==> src/inc/squib_pkg.sv <==
// Overview of operation
// - A0 arms 1A/1B, A1 2A/2B, A2 all
// - Fire bits 0..3 drive 1A, 1B, 2A, 2B
// - Fire nibble 5 must follow arm nibble A
// - Parity mismatch discards data, drivers unchanged
// - Accepted arm byte pulses the diagnostic clear output
// - Fire byte sets any on/off combination
// - Driver stops only on sequence, reset, thermal, enable
// - Count current above threshold during measurement window
// - Fire-enable low stops drivers unless latch-and-hold
// - Fire-enable returning high resumes commanded drivers
// - Enable one gates 1A/1B, enable two 2A/2B
// - Arm and fire bytes echo on next transfer
// - Intervening byte turns fire byte into no-op
package squib_pkg;

	// Command encodings.
	localparam logic [7:0] ARM_GROUP_ONE = 8'ha0;
	localparam logic [7:0] ARM_GROUP_TWO = 8'ha1;
	localparam logic [7:0] ARM_ALL = 8'ha2;
	localparam logic [3:0] ARM_NIBBLE = 4'ha;
	localparam logic [3:0] FIRE_NIBBLE = 4'h5;

	// Channel masks: bit 0 is 1A, bit 1 is 1B, bit 2 is 2A, bit 3 is 2B.
	localparam logic [3:0] GROUP_ONE_MASK = 4'h3;
	localparam logic [3:0] GROUP_TWO_MASK = 4'hc;
	localparam int CHANNELS = 4;
	localparam int COUNT_WIDTH = 8;
	localparam int TIMER_WIDTH = 24;

	// Timing, in nanoseconds, and the derived cycle counts.
	localparam int CLK_PERIOD_NS = 10;
	localparam int MIN_FIRE_TIME_NS = 500000;
	localparam int MEAS_WINDOW_TIME_NS = 1000000;
	localparam int MIN_FIRE_CYCLES = (MIN_FIRE_TIME_NS + CLK_PERIOD_NS - 1) / CLK_PERIOD_NS;
	localparam int MEAS_WINDOW_CYCLES = MEAS_WINDOW_TIME_NS / CLK_PERIOD_NS;

	// Register map, byte addresses.
	localparam logic [3:0] CONTROL_OFFSET = 4'h0;
	localparam logic [3:0] STATUS_OFFSET = 4'h4;
	localparam logic [3:0] COUNTS_OFFSET = 4'h8;

	// Control fields.
	localparam int CTRL_HOLD_ONE_BIT = 0;
	localparam int CTRL_HOLD_TWO_BIT = 1;
	localparam int CTRL_COUNT_CLEAR_BIT = 2;
	localparam logic [1:0] CONTROL_RESET = 2'h0;

	// Status fields.
	localparam int STAT_COMMAND_LSB = 0;
	localparam int STAT_DRIVER_LSB = 4;
	localparam int STAT_ARMED_LSB = 8;
	localparam int STAT_THERMAL_LSB = 12;
	localparam int STAT_ENABLE_LSB = 16;
	localparam int STAT_LATCH_LSB = 18;

	// Bus responses.
	localparam logic [1:0] RESP_OKAY = 2'h0;
	localparam logic [1:0] RESP_SLVERR = 2'h2;

endpackage : squib_pkg

==> src/core/squib_channel_counter.sv <==
`timescale 1ns/1ps
// One channel's firing timer and current-limit measurement counter.
module squib_channel_counter #(
	parameter int MIN_CYCLES = 50000,
	parameter int WINDOW_CYCLES = 100000,
	parameter int TIMER_W = 24,
	parameter int COUNT_W = 8
) (
	// Clock and reset.
	input wire logic clk_i,
	input wire logic rst_i,
	// Channel activity.
	input wire logic firing_i,
	input wire logic restart_i,
	input wire logic over_threshold_i,
	input wire logic clear_i,
	// Results.
	output logic min_done_o,
	output logic [COUNT_W-1:0] count_o
);
	localparam int LIMIT = (MIN_CYCLES > WINDOW_CYCLES) ? MIN_CYCLES : WINDOW_CYCLES;

	// The timer must be able to reach both the minimum firing time and the window.
	initial begin
		if (LIMIT >= (1 << TIMER_W) || MIN_CYCLES < 1 || WINDOW_CYCLES < 1)
			$error("squib_channel_counter: timer too narrow for the chosen counts");
	end

	logic [TIMER_W-1:0] timer; // Cycles spent firing since the command began.
	logic measure_active; // High while the measurement window is open.

	assign measure_active = firing_i && (timer < TIMER_W'(WINDOW_CYCLES));
	assign min_done_o = (timer >= TIMER_W'(MIN_CYCLES));

	// The timer saturates so that a long burn never wraps back into the window.
	always_ff @(posedge clk_i or posedge rst_i) begin
		if (rst_i) begin
			timer <= '0;
		end else if (restart_i) begin
			timer <= '0;
		end else if (firing_i && timer < TIMER_W'(LIMIT)) begin
			timer <= timer + 1'b1;
		end
	end

	// The measurement counter saturates at all ones rather than wrapping.
	always_ff @(posedge clk_i or posedge rst_i) begin
		if (rst_i) begin
			count_o <= '0;
		end else if (clear_i || restart_i) begin
			count_o <= '0;
		end else if (measure_active && over_threshold_i && count_o != '1) begin
			count_o <= count_o + 1'b1;
		end
	end

endmodule : squib_channel_counter

==> src/core/squib_arm_fire_sequencer.sv <==
`timescale 1ns/1ps
// Arm-then-fire command sequencer for four squib driver channels.
module squib_arm_fire_sequencer #(
	parameter int MIN_FIRE_CYCLES = squib_pkg::MIN_FIRE_CYCLES,
	parameter int MEAS_WINDOW_CYCLES = squib_pkg::MEAS_WINDOW_CYCLES
) (
	// Clock and reset.
	input wire logic clk_i,
	input wire logic rst_i,
	// Received bytes from the serial shifter, one pulse per full byte.
	input wire logic cmd_valid_i,
	input wire logic [7:0] cmd_byte_i,
	// Byte to shift out on the next transfer.
	output logic [7:0] echo_byte_o,
	// Diagnostic clear pulse.
	output logic diag_clear_o,
	// Fire-enable pins and analog status.
	input wire logic fire_enable_pin_one_i,
	input wire logic fire_enable_pin_two_i,
	input wire logic [squib_pkg::CHANNELS-1:0] thermal_shutdown_i,
	input wire logic [squib_pkg::CHANNELS-1:0] current_measure_threshold_i,
	// Driver gates.
	output logic [squib_pkg::CHANNELS-1:0] driver_on_o,
	// AXI4-Lite write address.
	input wire logic [3:0] s_axi_awaddr,
	input wire logic s_axi_awvalid,
	output logic s_axi_awready,
	// AXI4-Lite write data.
	input wire logic [31:0] s_axi_wdata,
	input wire logic [3:0] s_axi_wstrb,
	input wire logic s_axi_wvalid,
	output logic s_axi_wready,
	// AXI4-Lite write response.
	output logic [1:0] s_axi_bresp,
	output logic s_axi_bvalid,
	input wire logic s_axi_bready,
	// AXI4-Lite read address.
	input wire logic [3:0] s_axi_araddr,
	input wire logic s_axi_arvalid,
	output logic s_axi_arready,
	// AXI4-Lite read data.
	output logic [31:0] s_axi_rdata,
	output logic [1:0] s_axi_rresp,
	output logic s_axi_rvalid,
	input wire logic s_axi_rready
);
	import squib_pkg::*;

	// Elaboration check on the timing parameters.
	initial begin
		if (MIN_FIRE_CYCLES < 1 || MEAS_WINDOW_CYCLES < 1)
			$error("squib_arm_fire_sequencer: timing counts must be at least one");
	end

	// Pin synchronisers: first stage is read only by the second stage.
	logic [9:0] pin_s1;
	logic [9:0] pin_s2;
	logic [9:0] pin_s3;
	logic [9:0] pin_filt; // Accepted levels, updated once stages two and three agree.
	logic [1:0] enable_level; // Bit 0 is enable one, bit 1 is enable two.
	logic [3:0] thermal_level;
	logic [3:0] over_level;

	// Sequencer state.
	logic [3:0] armed; // Channels armed by the previous byte.
	logic [3:0] fire_command; // Latched on/off command per channel.
	logic [3:0] thermal_trip; // Channel stopped by thermal shutdown.
	logic [1:0] latch_hold; // Latch-and-hold capture per group.
	logic [1:0] hold_enable; // Software enable of latch-and-hold per group.
	logic count_clear; // One-cycle clear of the measurement counters.
	logic [3:0] group_gate; // Per-channel enable after latch-and-hold.
	logic [3:0] min_done;
	logic [COUNT_WIDTH-1:0] counts [CHANNELS];

	// Decoded byte classes.
	logic is_arm_byte;
	logic is_fire_byte;
	logic [3:0] arm_mask;
	logic [3:0] next_command;
	logic fire_accept;

	// Three-stage synchronisers with an agree filter on the last two stages.
	always_ff @(posedge clk_i or posedge rst_i) begin
		if (rst_i) begin
			pin_s1 <= '0;
			pin_s2 <= '0;
			pin_s3 <= '0;
			pin_filt <= '0;
		end else begin
			pin_s1 <= {current_measure_threshold_i, thermal_shutdown_i,
				fire_enable_pin_two_i, fire_enable_pin_one_i};
			pin_s2 <= pin_s1;
			pin_s3 <= pin_s2;
			pin_filt <= (pin_s2 & pin_s3) | (pin_filt & (pin_s2 | pin_s3));
		end
	end

	assign enable_level = pin_filt[1:0];
	assign thermal_level = pin_filt[5:2];
	assign over_level = pin_filt[9:6];

	// Arm decode; a group can only be armed while its enable pin is high.
	always_comb begin
		arm_mask = 4'h0;
		case (cmd_byte_i)
			ARM_GROUP_ONE: arm_mask = GROUP_ONE_MASK;
			ARM_GROUP_TWO: arm_mask = GROUP_TWO_MASK;
			ARM_ALL: arm_mask = GROUP_ONE_MASK | GROUP_TWO_MASK;
			default: arm_mask = 4'h0;
		endcase
		if (!enable_level[0])
			arm_mask = arm_mask & ~GROUP_ONE_MASK;
		if (!enable_level[1])
			arm_mask = arm_mask & ~GROUP_TWO_MASK;
	end

	assign is_arm_byte = (cmd_byte_i == ARM_GROUP_ONE) || (cmd_byte_i == ARM_GROUP_TWO)
		|| (cmd_byte_i == ARM_ALL);
	assign is_fire_byte = (cmd_byte_i[7:4] == FIRE_NIBBLE);

	// A fire byte counts only straight after an arm byte; a wrong upper
	// nibble or an empty arm leaves the drivers as they are.
	assign fire_accept = cmd_valid_i && is_fire_byte && (armed != 4'h0);

	// Armed channels take their data bit; other channels keep their command.
	assign next_command = (fire_command & ~armed) | (cmd_byte_i[3:0] & armed);

	// Arm state lives for exactly one following byte.
	always_ff @(posedge clk_i or posedge rst_i) begin
		if (rst_i) begin
			armed <= 4'h0;
		end else if (cmd_valid_i) begin
			armed <= is_arm_byte ? arm_mask : 4'h0;
		end
	end

	// The fire command changes only on a complete valid sequence.
	always_ff @(posedge clk_i or posedge rst_i) begin
		if (rst_i) begin
			fire_command <= 4'h0;
		end else if (fire_accept) begin
			fire_command <= next_command;
		end
	end

	// Diagnostics are cleared by an accepted arm byte.
	always_ff @(posedge clk_i or posedge rst_i) begin
		if (rst_i) begin
			diag_clear_o <= 1'b0;
		end else begin
			diag_clear_o <= cmd_valid_i && is_arm_byte && (arm_mask != 4'h0);
		end
	end

	// Arm and fire bytes are returned on the next transfer; others read zero
	// here because diagnostic results are produced elsewhere.
	always_ff @(posedge clk_i or posedge rst_i) begin
		if (rst_i) begin
			echo_byte_o <= 8'h00;
		end else if (cmd_valid_i) begin
			echo_byte_o <= (is_arm_byte || is_fire_byte) ? cmd_byte_i : 8'h00;
		end
	end

	// Thermal shutdown stops a channel only after its minimum burn; the stop
	// holds until a new valid sequence, so a cooling die does not refire.
	always_ff @(posedge clk_i or posedge rst_i) begin
		if (rst_i) begin
			thermal_trip <= 4'h0;
		end else begin
			for (int i = 0; i < CHANNELS; i++) begin
				if (thermal_level[i] && min_done[i] && driver_on_o[i])
					thermal_trip[i] <= 1'b1;
				else if (fire_accept && armed[i])
					thermal_trip[i] <= 1'b0;
			end
		end
	end

	// Latch-and-hold: once a group fires with hold enabled, a later drop of
	// its enable pin no longer stops it; released when the group is off.
	always_ff @(posedge clk_i or posedge rst_i) begin
		if (rst_i) begin
			latch_hold <= 2'h0;
		end else begin
			for (int g = 0; g < 2; g++) begin
				if ((fire_command & (g == 0 ? GROUP_ONE_MASK : GROUP_TWO_MASK)) == 4'h0)
					latch_hold[g] <= 1'b0;
				else if (hold_enable[g] && enable_level[g])
					latch_hold[g] <= 1'b1;
			end
		end
	end

	// Group gates follow the pins, so a returning pin resumes the command.
	assign group_gate = {{2{enable_level[1] | latch_hold[1]}},
		{2{enable_level[0] | latch_hold[0]}}};

	// Driver outputs are registered from command, gate and thermal state.
	always_ff @(posedge clk_i or posedge rst_i) begin
		if (rst_i) begin
			driver_on_o <= 4'h0;
		end else begin
			driver_on_o <= fire_command & group_gate & ~thermal_trip;
		end
	end

	// One timer and measurement counter per channel.
	for (genvar c = 0; c < CHANNELS; c++) begin : gen_channel
		squib_channel_counter #(
			.MIN_CYCLES(MIN_FIRE_CYCLES),
			.WINDOW_CYCLES(MEAS_WINDOW_CYCLES),
			.TIMER_W(TIMER_WIDTH),
			.COUNT_W(COUNT_WIDTH)
		) u_counter (
			.clk_i(clk_i),
			.rst_i(rst_i),
			.firing_i(driver_on_o[c]),
			.restart_i(fire_accept && armed[c] && cmd_byte_i[c]),
			.over_threshold_i(over_level[c]),
			.clear_i(count_clear),
			.min_done_o(min_done[c]),
			.count_o(counts[c])
		);
	end

	// Bus slave: address and data are held until both have arrived.
	logic aw_held;
	logic w_held;
	logic [3:0] aw_addr;
	logic [31:0] w_data;
	logic [3:0] w_strb;
	logic write_go;

	assign s_axi_awready = !aw_held && !s_axi_bvalid;
	assign s_axi_wready = !w_held && !s_axi_bvalid;
	assign write_go = aw_held && w_held && !s_axi_bvalid;

	// Capture the address and data channels independently.
	always_ff @(posedge clk_i or posedge rst_i) begin
		if (rst_i) begin
			aw_held <= 1'b0;
			w_held <= 1'b0;
			aw_addr <= 4'h0;
			w_data <= 32'h0;
			w_strb <= 4'h0;
		end else begin
			if (s_axi_awvalid && s_axi_awready) begin
				aw_held <= 1'b1;
				aw_addr <= s_axi_awaddr;
			end else if (write_go) begin
				aw_held <= 1'b0;
			end
			if (s_axi_wvalid && s_axi_wready) begin
				w_held <= 1'b1;
				w_data <= s_axi_wdata;
				w_strb <= s_axi_wstrb;
			end else if (write_go) begin
				w_held <= 1'b0;
			end
		end
	end

	// Perform the write and raise the response in the same edge.
	always_ff @(posedge clk_i or posedge rst_i) begin
		if (rst_i) begin
			hold_enable <= CONTROL_RESET;
			count_clear <= 1'b0;
			s_axi_bvalid <= 1'b0;
			s_axi_bresp <= RESP_OKAY;
		end else begin
			count_clear <= 1'b0;
			if (write_go) begin
				s_axi_bvalid <= 1'b1;
				s_axi_bresp <= RESP_OKAY;
				if (aw_addr == CONTROL_OFFSET) begin
					if (w_strb[0]) begin
						hold_enable <= {w_data[CTRL_HOLD_TWO_BIT], w_data[CTRL_HOLD_ONE_BIT]};
						count_clear <= w_data[CTRL_COUNT_CLEAR_BIT];
					end
				end else if (aw_addr == STATUS_OFFSET || aw_addr == COUNTS_OFFSET) begin
					s_axi_bresp <= RESP_OKAY; // Read-only words ignore writes.
				end else begin
					s_axi_bresp <= RESP_SLVERR;
				end
			end else if (s_axi_bready) begin
				s_axi_bvalid <= 1'b0;
			end
		end
	end

	// Read path: one cycle from address to data.
	assign s_axi_arready = !s_axi_rvalid;

	always_ff @(posedge clk_i or posedge rst_i) begin
		if (rst_i) begin
			s_axi_rvalid <= 1'b0;
			s_axi_rdata <= 32'h0;
			s_axi_rresp <= RESP_OKAY;
		end else if (s_axi_arvalid && s_axi_arready) begin
			s_axi_rvalid <= 1'b1;
			s_axi_rresp <= RESP_OKAY;
			case (s_axi_araddr)
				CONTROL_OFFSET: s_axi_rdata <= {30'h0, hold_enable};
				STATUS_OFFSET: s_axi_rdata <= {12'h0, latch_hold, enable_level, thermal_trip,
					armed, driver_on_o, fire_command};
				COUNTS_OFFSET: s_axi_rdata <= {counts[3], counts[2], counts[1], counts[0]};
				default: begin
					s_axi_rdata <= 32'h0;
					s_axi_rresp <= RESP_SLVERR;
				end
			endcase
		end else if (s_axi_rready) begin
			s_axi_rvalid <= 1'b0;
		end
	end

endmodule : squib_arm_fire_sequencer

==> config.mk <==
export PLATFORM = sky130hd
export DESIGN_NAME = squib_arm_fire_sequencer
export DESIGN_NICKNAME = d
export VERILOG_FILES = /design/src/inc/squib_pkg.sv /design/src/core/squib_channel_counter.sv /design/src/core/squib_arm_fire_sequencer.sv
export SDC_FILE = /design/constraint.sdc
export NUM_CORES = 1
export LEC_CHECK = 0
export BUFFER_PORTS_ARGS = -buffer_cell sky130_fd_sc_hd__buf_2
export CORE_MARGIN = 3
export CORE_UTILIZATION = 59
export CTS_CLUSTER_DIAMETER = 200
export DETAILED_ROUTE_END_ITERATION = 16
export HOLD_SLACK_MARGIN = 0.02
export PLACE_DENSITY = 0.78
export SYNTH_ARGS = -nofsm -noshare
export SYNTH_HDL_FRONTEND = slang
export SYNTH_SLANG_ARGS = --single-unit
==> constraint.sdc <==
create_clock -name clk_i -period 10 [get_ports clk_i]
set_clock_uncertainty 0.2 [all_clocks]
set_input_delay 2 -clock clk_i [delete_from_list [all_inputs] [get_ports clk_i]]
set_output_delay 2 -clock clk_i [all_outputs]
set_load 0.005 [all_outputs]
# --- After elaboration in Yosys (flattened, before gate mapping) ---
# Index checks and enable logic that the tools add are counted.
op_classes:
  mux: 47
  n_addsub: 8
  order_cmp: 8
  n_reduce_logical: 79
  n_eq_ne: 12
  bitwise_logic: 13
op_table:
  columns: ["cell", "count"]
  rows:
  - ["$mux 24", 8]
  - ["$add 24x1->24 const B", 4]
  - ["$ge 24x16->1 const B", 4]
  - ["$lt 24x17->1 const B", 4]
  - ["$pmux 32 s3", 1]
  - ["$mux 8", 9]
  - ["$logic_and 1x1->1", 41]
  - ["$reduce_bool 2->1", 18]
  - ["$add 8x1->8 const B", 4]
  - ["$ne 8x8->1 const B", 4]
  - ["$eq 8x8->1 const B", 3]
  - ["$mux 1", 22]
  - ["$and 10x10->10", 2]
  - ["$or 10x10->10", 2]
  - ["$and 4x4->4", 4]
  - ["$logic_not 4->1", 4]
  - ["$eq 4x3->1 const B", 3]
  - ["$pmux 4 s3", 1]
  - ["$eq 4x4->1 const B", 2]
  - ["$logic_or 1x1->1", 8]
  - ["$mux 2", 4]
  - ["$mux 4", 2]
  - ["$not 4->4", 2]
  - ["$reduce_bool 4->1", 2]
  - ["other kinds (5)", 9]
word_totals:
  out_inout_bits: 54
  elab_cells: 202
  register_bits: 246
  in_bits: 70

# --- Logic depth before layout (Yosys ltp) ---
depth:
  ltp_word: 7
  depth_mapped: 7
  ltp_nobuf: 6

# --- Modules after synthesis ---
# Synthesis repeated with hierarchy kept, for this count alone.
hier_totals:
  hier_cells: 1060
  hier_area_um2: 11083.1
modules_own_cells:
  columns: ["mod", "n_inst", "cells_per_inst", "area_each_um2", "seq_area_each_um2"]
  rows:
  - ["squib_channel_counter", 4, 180, 1701.6, 800.8]
  - ["squib_arm_fire_sequencer", 1, 340, 4276.6, 2852.7]

# --- Worst setup path after synthesis ---
# OpenSTA, ideal clock, no wires.
synth_path:
  path_kind: "input to register"
  from: "in s_axi_araddr[1]"
  to: "reg s_axi_rdata[10]"
  t_arrival_ps: 3395
  path_buffers: 1
  path_stages: 4
  path_slack_ps: 6322
  t_required_ps: 9717
  setup_ps: 83
  cell_sequence: "nor4b_1 clkbuf_1 a22oi_1 o21ai_0"
synth_between:
  elab_chain_cells: 2
  elab_cells_between_ends: 4
  classes_between: "2 x eq/ne; 1 x mux; 1 x reduce/logical"
synth_lines:
  columns: ["item", "line", "source"]
  rows:
  - ["start, declared", "squib_arm_fire_sequencer.sv:38", "input wire logic [3:0] s_axi_araddr,"]
  - ["$eq 4x4->1 (tied with other cells)", "squib_arm_fire_sequencer.sv:303", "case (s_axi_araddr)"]
  - ["$pmux 32 s3 *", "squib_arm_fire_sequencer.sv:303", null]
  - ["end signal, assigned", "squib_arm_fire_sequencer.sv:304", "CONTROL_OFFSET: s_axi_rdata <= {30'h0, hold_enable};"]
  - ["end signal, assigned", "squib_arm_fire_sequencer.sv:305", "STATUS_OFFSET: s_axi_rdata <= {12'h0, latch_hold, enable_level, thermal_trip,"]
  - ["end signal, assigned", "squib_arm_fire_sequencer.sv:307", "COUNTS_OFFSET: s_axi_rdata <= {counts[3], counts[2], counts[1], counts[0]};"]
  - ["end, declared", "squib_arm_fire_sequencer.sv:42", "output logic [31:0] s_axi_rdata,"]
# Every way passes the cells marked *; elsewhere a longest branch is shown, timed or not.
# A chain may end at the register's enable or synchronous reset.

# --- Worst setup path after layout ---
layout_path:
  from: "in cmd_byte_i[5]"
  to: "reg gen_channel[0].u_counter.timer[13]"
layout_between:
  elab_chain_cells: 6
  elab_cells_between_ends: 7
  classes_between: "1 x eq/ne; 1 x mux; 5 x reduce/logical"
layout_lines:
  columns: ["item", "line", "source"]
  rows:
  - ["start, declared", "squib_arm_fire_sequencer.sv:12", "input wire logic [7:0] cmd_byte_i,"]
  - ["$eq 4x3->1 *", "squib_arm_fire_sequencer.sv:119", "assign is_fire_byte = (cmd_byte_i[7:4] == FIRE_NIBBLE);"]
  - ["$logic_and 1x1->1 * (2 in a row)", "squib_arm_fire_sequencer.sv:123", "assign fire_accept = cmd_valid_i && is_fire_byte && (armed != 4'h0);"]
  - ["$logic_and 1x1->1 * (2 in a row)", "squib_arm_fire_sequencer.sv:219", ".restart_i(fire_accept && armed[c] && cmd_byte_i[c]),"]
  - ["$mux 24 / $reduce_bool 2->1 (equally long branches)", null, null]
  - ["end signal, assigned", "squib_channel_counter.sv:42", "timer <= timer + 1'b1;"]
  - ["end, declared", "squib_channel_counter.sv:29", "logic [TIMER_W-1:0] timer;"]
# Marked as above.

==> reports/results.tsv <==
stage	metric	value	unit
sta	maxSlewViolCount	0	
routing	routed_wl	24.0	mm
job	max_cap_violations	0	
sta	setup_violators_final	0	
routing	avgViaCountPerCell	6.07	
worst_setup_path	crit_path_max_fanout	16	
sta	hold_violations	0	
global_route	antenna_violations_before_repair	1	
clock_network	ctsRootBufferMaster	sky130_fd_sc_hd__clkbuf_16	
layout	area_delta_synth_final	13.1	%
worst_setup_path	critPathKind	primary input to flop	
clock_network	cts_htree_levels	1	
sta	totalNegativeSetupSlack	0	ps
synth	synth-xor-area-share	2.74	%
synth	syn_area_per_cell	10.3	sq um
worst_setup_path	path_cells	buf_2 > nor4bb_1 > buf_4 > nand3_1 > nor2_1 > nor2_1 > a31o_2	
clock_network	clock_path_buffers	3	
placement	half_perimeter_wire_length_of_the_detailed_placement_result	15.8	mm
synth	asyncSetResetFlopFracSynth	100	%
synth	synth_ff_type	sky130_fd_sc_hd__dfrtp_1	
worst_setup_path	timing.critical_path.from_type	primary input	
global_route	first_global_vias	8142	
sta	finalCriticalPeriod	3960	ps
sta	fmaxAchievable	0.253	GHz
clock_network	clkTransAtPathRegs	70	ps
clock_network	clock-sinks	242	
synth	synth.area.mux_share	2.52	%
synth	warnings_from_yosys	0	
routing	final_antenna_net_count	0	
floorplanning	io_pins	124	
floorplanning	rows	48	
clock_network	clock_latency_on_the_worst_skew_pair	520	ps
clock_network	tritoncts	done	
synth	syn_inst	1056	
synth	largest_family_of_logic_cells_by_synthesized_area	simple AND/OR/NAND/NOR gates	
layout	drive_gt1_share	15.1	%
synth	ys_top_cells_by_count	sky130_fd_sc_hd__dfrtp_1 (242), sky130_fd_sc_hd__nand2_1 (114), sky130_fd_sc_hd__nor2_1 (76)	
floorplanning	dieHeight	142	um
min_path	timing.hold.worst.class	flop to flop	
layout	post-route-cell-area	0.0123	sq mm
pwr	worst_ir_drop_vdd	211	uV
synth	netlist.area_leader.share	55.8	%
routing	detailed_route_iter0_violations	771	
sta	worst_slew_slack_as_a_fraction_of_its_limit	22.9	%
sta	final_min_period_over_clock_period	39.6	%
run_status	outcome	finished, final reports clean	
routing	detail_route.first_pass.iterations	5	
pwr	power	2.49	mW
worst_setup_path	critical_path_required_time	10220	ps
floorplanning	core_region_area	0.0177	sq mm
layout	final.fill_count	1330	
synth	synth_area_leader_cell	sky130_fd_sc_hd__dfrtp_1	
placement	portBuffers	89	
global_route	residual_overflow_from_global_routing	0	
synth	synthSimpleGateAreaFrac	21.7	%
worst_setup_path	cpMostUsedCell	sky130_fd_sc_hd__nor2_1	
clock_network	post_cts_hold_buffer_count	0	
floorplanning	floorplan.initialDensity	61.5	%
worst_setup_path	cp_slowest_cell	sky130_fd_sc_hd__nor2_1	
synth	post_synthesis_share_of_cell_area_spent_on_full_adders_half_adders_and_majority_gates	2.31	%
routing	post-route-drc-count	0	
floorplanning	floorplan.die.width	142	um
synth	synth_enable_flop_cells	0	
global_route	global_route.usage.total	24.6	%
pwr	p_leak	5.43	nW
clock_network	cts-resized-gates	0	
synth	synth_seq_area_share	55.8	%
pwr	power_per_cell_area	203	mW/mm^2
synth	synthDistinctLibCells	62	
worst_setup_path	cp_data_arrival_time	4170	ps
placement	place_congestion	0.881	
global_route	grt_start_max_net_pins	128	
synth	yosys.cell_count.top_type	sky130_fd_sc_hd__dfrtp_1	
sta	tightest_slew	1150	ps
floorplanning	design.die.area	0.0201	sq mm
sta	unrepaired_setup_endpoints_after_global_routing	false	
worst_setup_path	slowest_delay	940	ps
clock_network	cts.repair_timing.setup_buffer_count	0	
placement	dpl-instance-area	0.0115	sq mm
synth	post_synthesis_cell_area	0.0109	sq mm
global_route	grt_first_pass_wirelength	41.0	mm
synth	yosys-top-cells-area	sky130_fd_sc_hd__dfrtp_1 (56%), sky130_fd_sc_hd__nand2_1 (3.9%), sky130_fd_sc_hd__o21ai_0 (3.4%)	
routing	vias	8353	
routing	wire_length_per_cell_after_detailed_routing	17.4	um
layout	fin_nets	1214	
synth	number_of_synthesized_register_bits	242	
synth	synth_area_in_compound_gates	11.7	%
clock_network	cts_inserted_buffers	24	
worst_setup_path	endpoint_kind	flop	
[power breakdown]
part	internal, mW	switching, mW	total [mW]
sequential	1.09	0.133	1.23
combinational	0.163	0.196	0.359
clock	0.540	0.370	0.910
[cell usage in the layout (no fill, tap or decap), drive strengths merged, types with 4 or more instances in the layout]
| master | instances |
|---|---|
| a21oi | 48 |
| a22oi | 18 |
| a31o | 10 |
| a32o | 4 |
| a41oi | 4 |
| and2 | 33 |
| and3 | 16 |
| and4 | 12 |
| buf | 98 |
| clkbuf | 36 |
| clkinv | 4 |
| dfrtp | 242 |
| ha | 12 |
| inv | 37 |
| maj3 | 10 |
| mux2 | 11 |
| mux2i | 15 |
| nand2 | 114 |
| nand2b | 4 |
| nand3 | 40 |
| nand4 | 27 |
| nor2 | 76 |
| nor2b | 5 |
| nor3 | 21 |
| nor3b | 6 |
| nor4 | 28 |
| nor4b | 4 |
| o211ai | 8 |
| o21a | 9 |
| o21ai | 74 |
| o31ai | 4 |
| or3 | 30 |
| or4 | 16 |
| xnor2 | 32 |
[state kept, by name, summed over array words and instances (netlist names), 2 cells and up, named ones only]
| register | flops |
|---|---|
| echo_byte_o | 8 |
| aw_addr | 4 |
| gen_channel.u_counter.timer | 96 |
| hold_enable | 2 |
| pin_s1 | 10 |
| driver_on_o | 4 |
| armed | 2 |
| pin_filt | 10 |
| s_axi_rdata | 32 |
| pin_s2 | 10 |
| thermal_trip | 4 |
| pin_s3 | 10 |
| gen_channel.u_counter.count_o | 32 |
| latch_hold | 2 |
| w_data | 3 |
[cells by family after synthesis]
group	count (synthesis)
flops	242
mux	26
xor+xnor	34
other cells	1
fa+ha+maj	22
simple gates	443
compound gates	202
buf+inv	86
[final timing paths]
path | to | startpoint | slack [ps] | cells after the start
worst max-delay path | gen_channel[0].u_counter.timer[13] | cmd_byte_i[5] | 6040 | 7
worst min-delay path | pin_s2[3] | pin_s1[3] | 140 | 0
worst max register to register | gen_channel[2].u_counter.count_o[7] | gen_channel[2].u_counter.timer[19] | 6920 | 5
worst min register to register | pin_s2[3] | pin_s1[3] | 140 | 0
max in group asynchronous | gen_channel[1].u_counter.timer[21] | rst_i | 6120 | 4
min in group asynchronous | hold_enable[0] | rst_i | 1420 | 2
[through the flow]
stage / cells / worst slack, ps / hold WS, ps / util [%]
2_1_floorplan: 1057 / 1160 / 131 / -
3_3_place_gp: 1331 / 5470 / 132 / 64.9
3_5_place_dp: 1331 / 5460 / 135 / 64.9
4_1_cts: 1374 / 6010 / 149 / 69.5
5_1_grt: 1374 / 5740 / 154 / 69.5
6_report: 1375 / 6040 / 144 / 69.5
[worst max-delay path: cells and delay by family]
family	cells	cell delay, ps
buf+inv	2	340
simple gates	4	1550
compound gates	1	280
[cell type report]
cell class / count / area (sq um) / area share, %
diodes: 1 / 2.50 / 0.0204
clock buffers: 36 / 706 / 5.75
repair buffers: 98 / 513 / 4.18
inverters: 37 / 146 / 1.19
multi-input cells: 729 / 4470 / 36.4
clock inverters: 7 / 103 / 0.836
well taps: 225 / 282 / 2.29
flip-flops and latches: 242 / 6060 / 49.3
[metal layers]
metal	track usage (%)	routed length, um
met1	35.5	10500
met2	39.7	11700
met3	3.54	1330
met4	6.57	497
met5	0	11
Note: power is estimated with default switching activity, not from simulation.
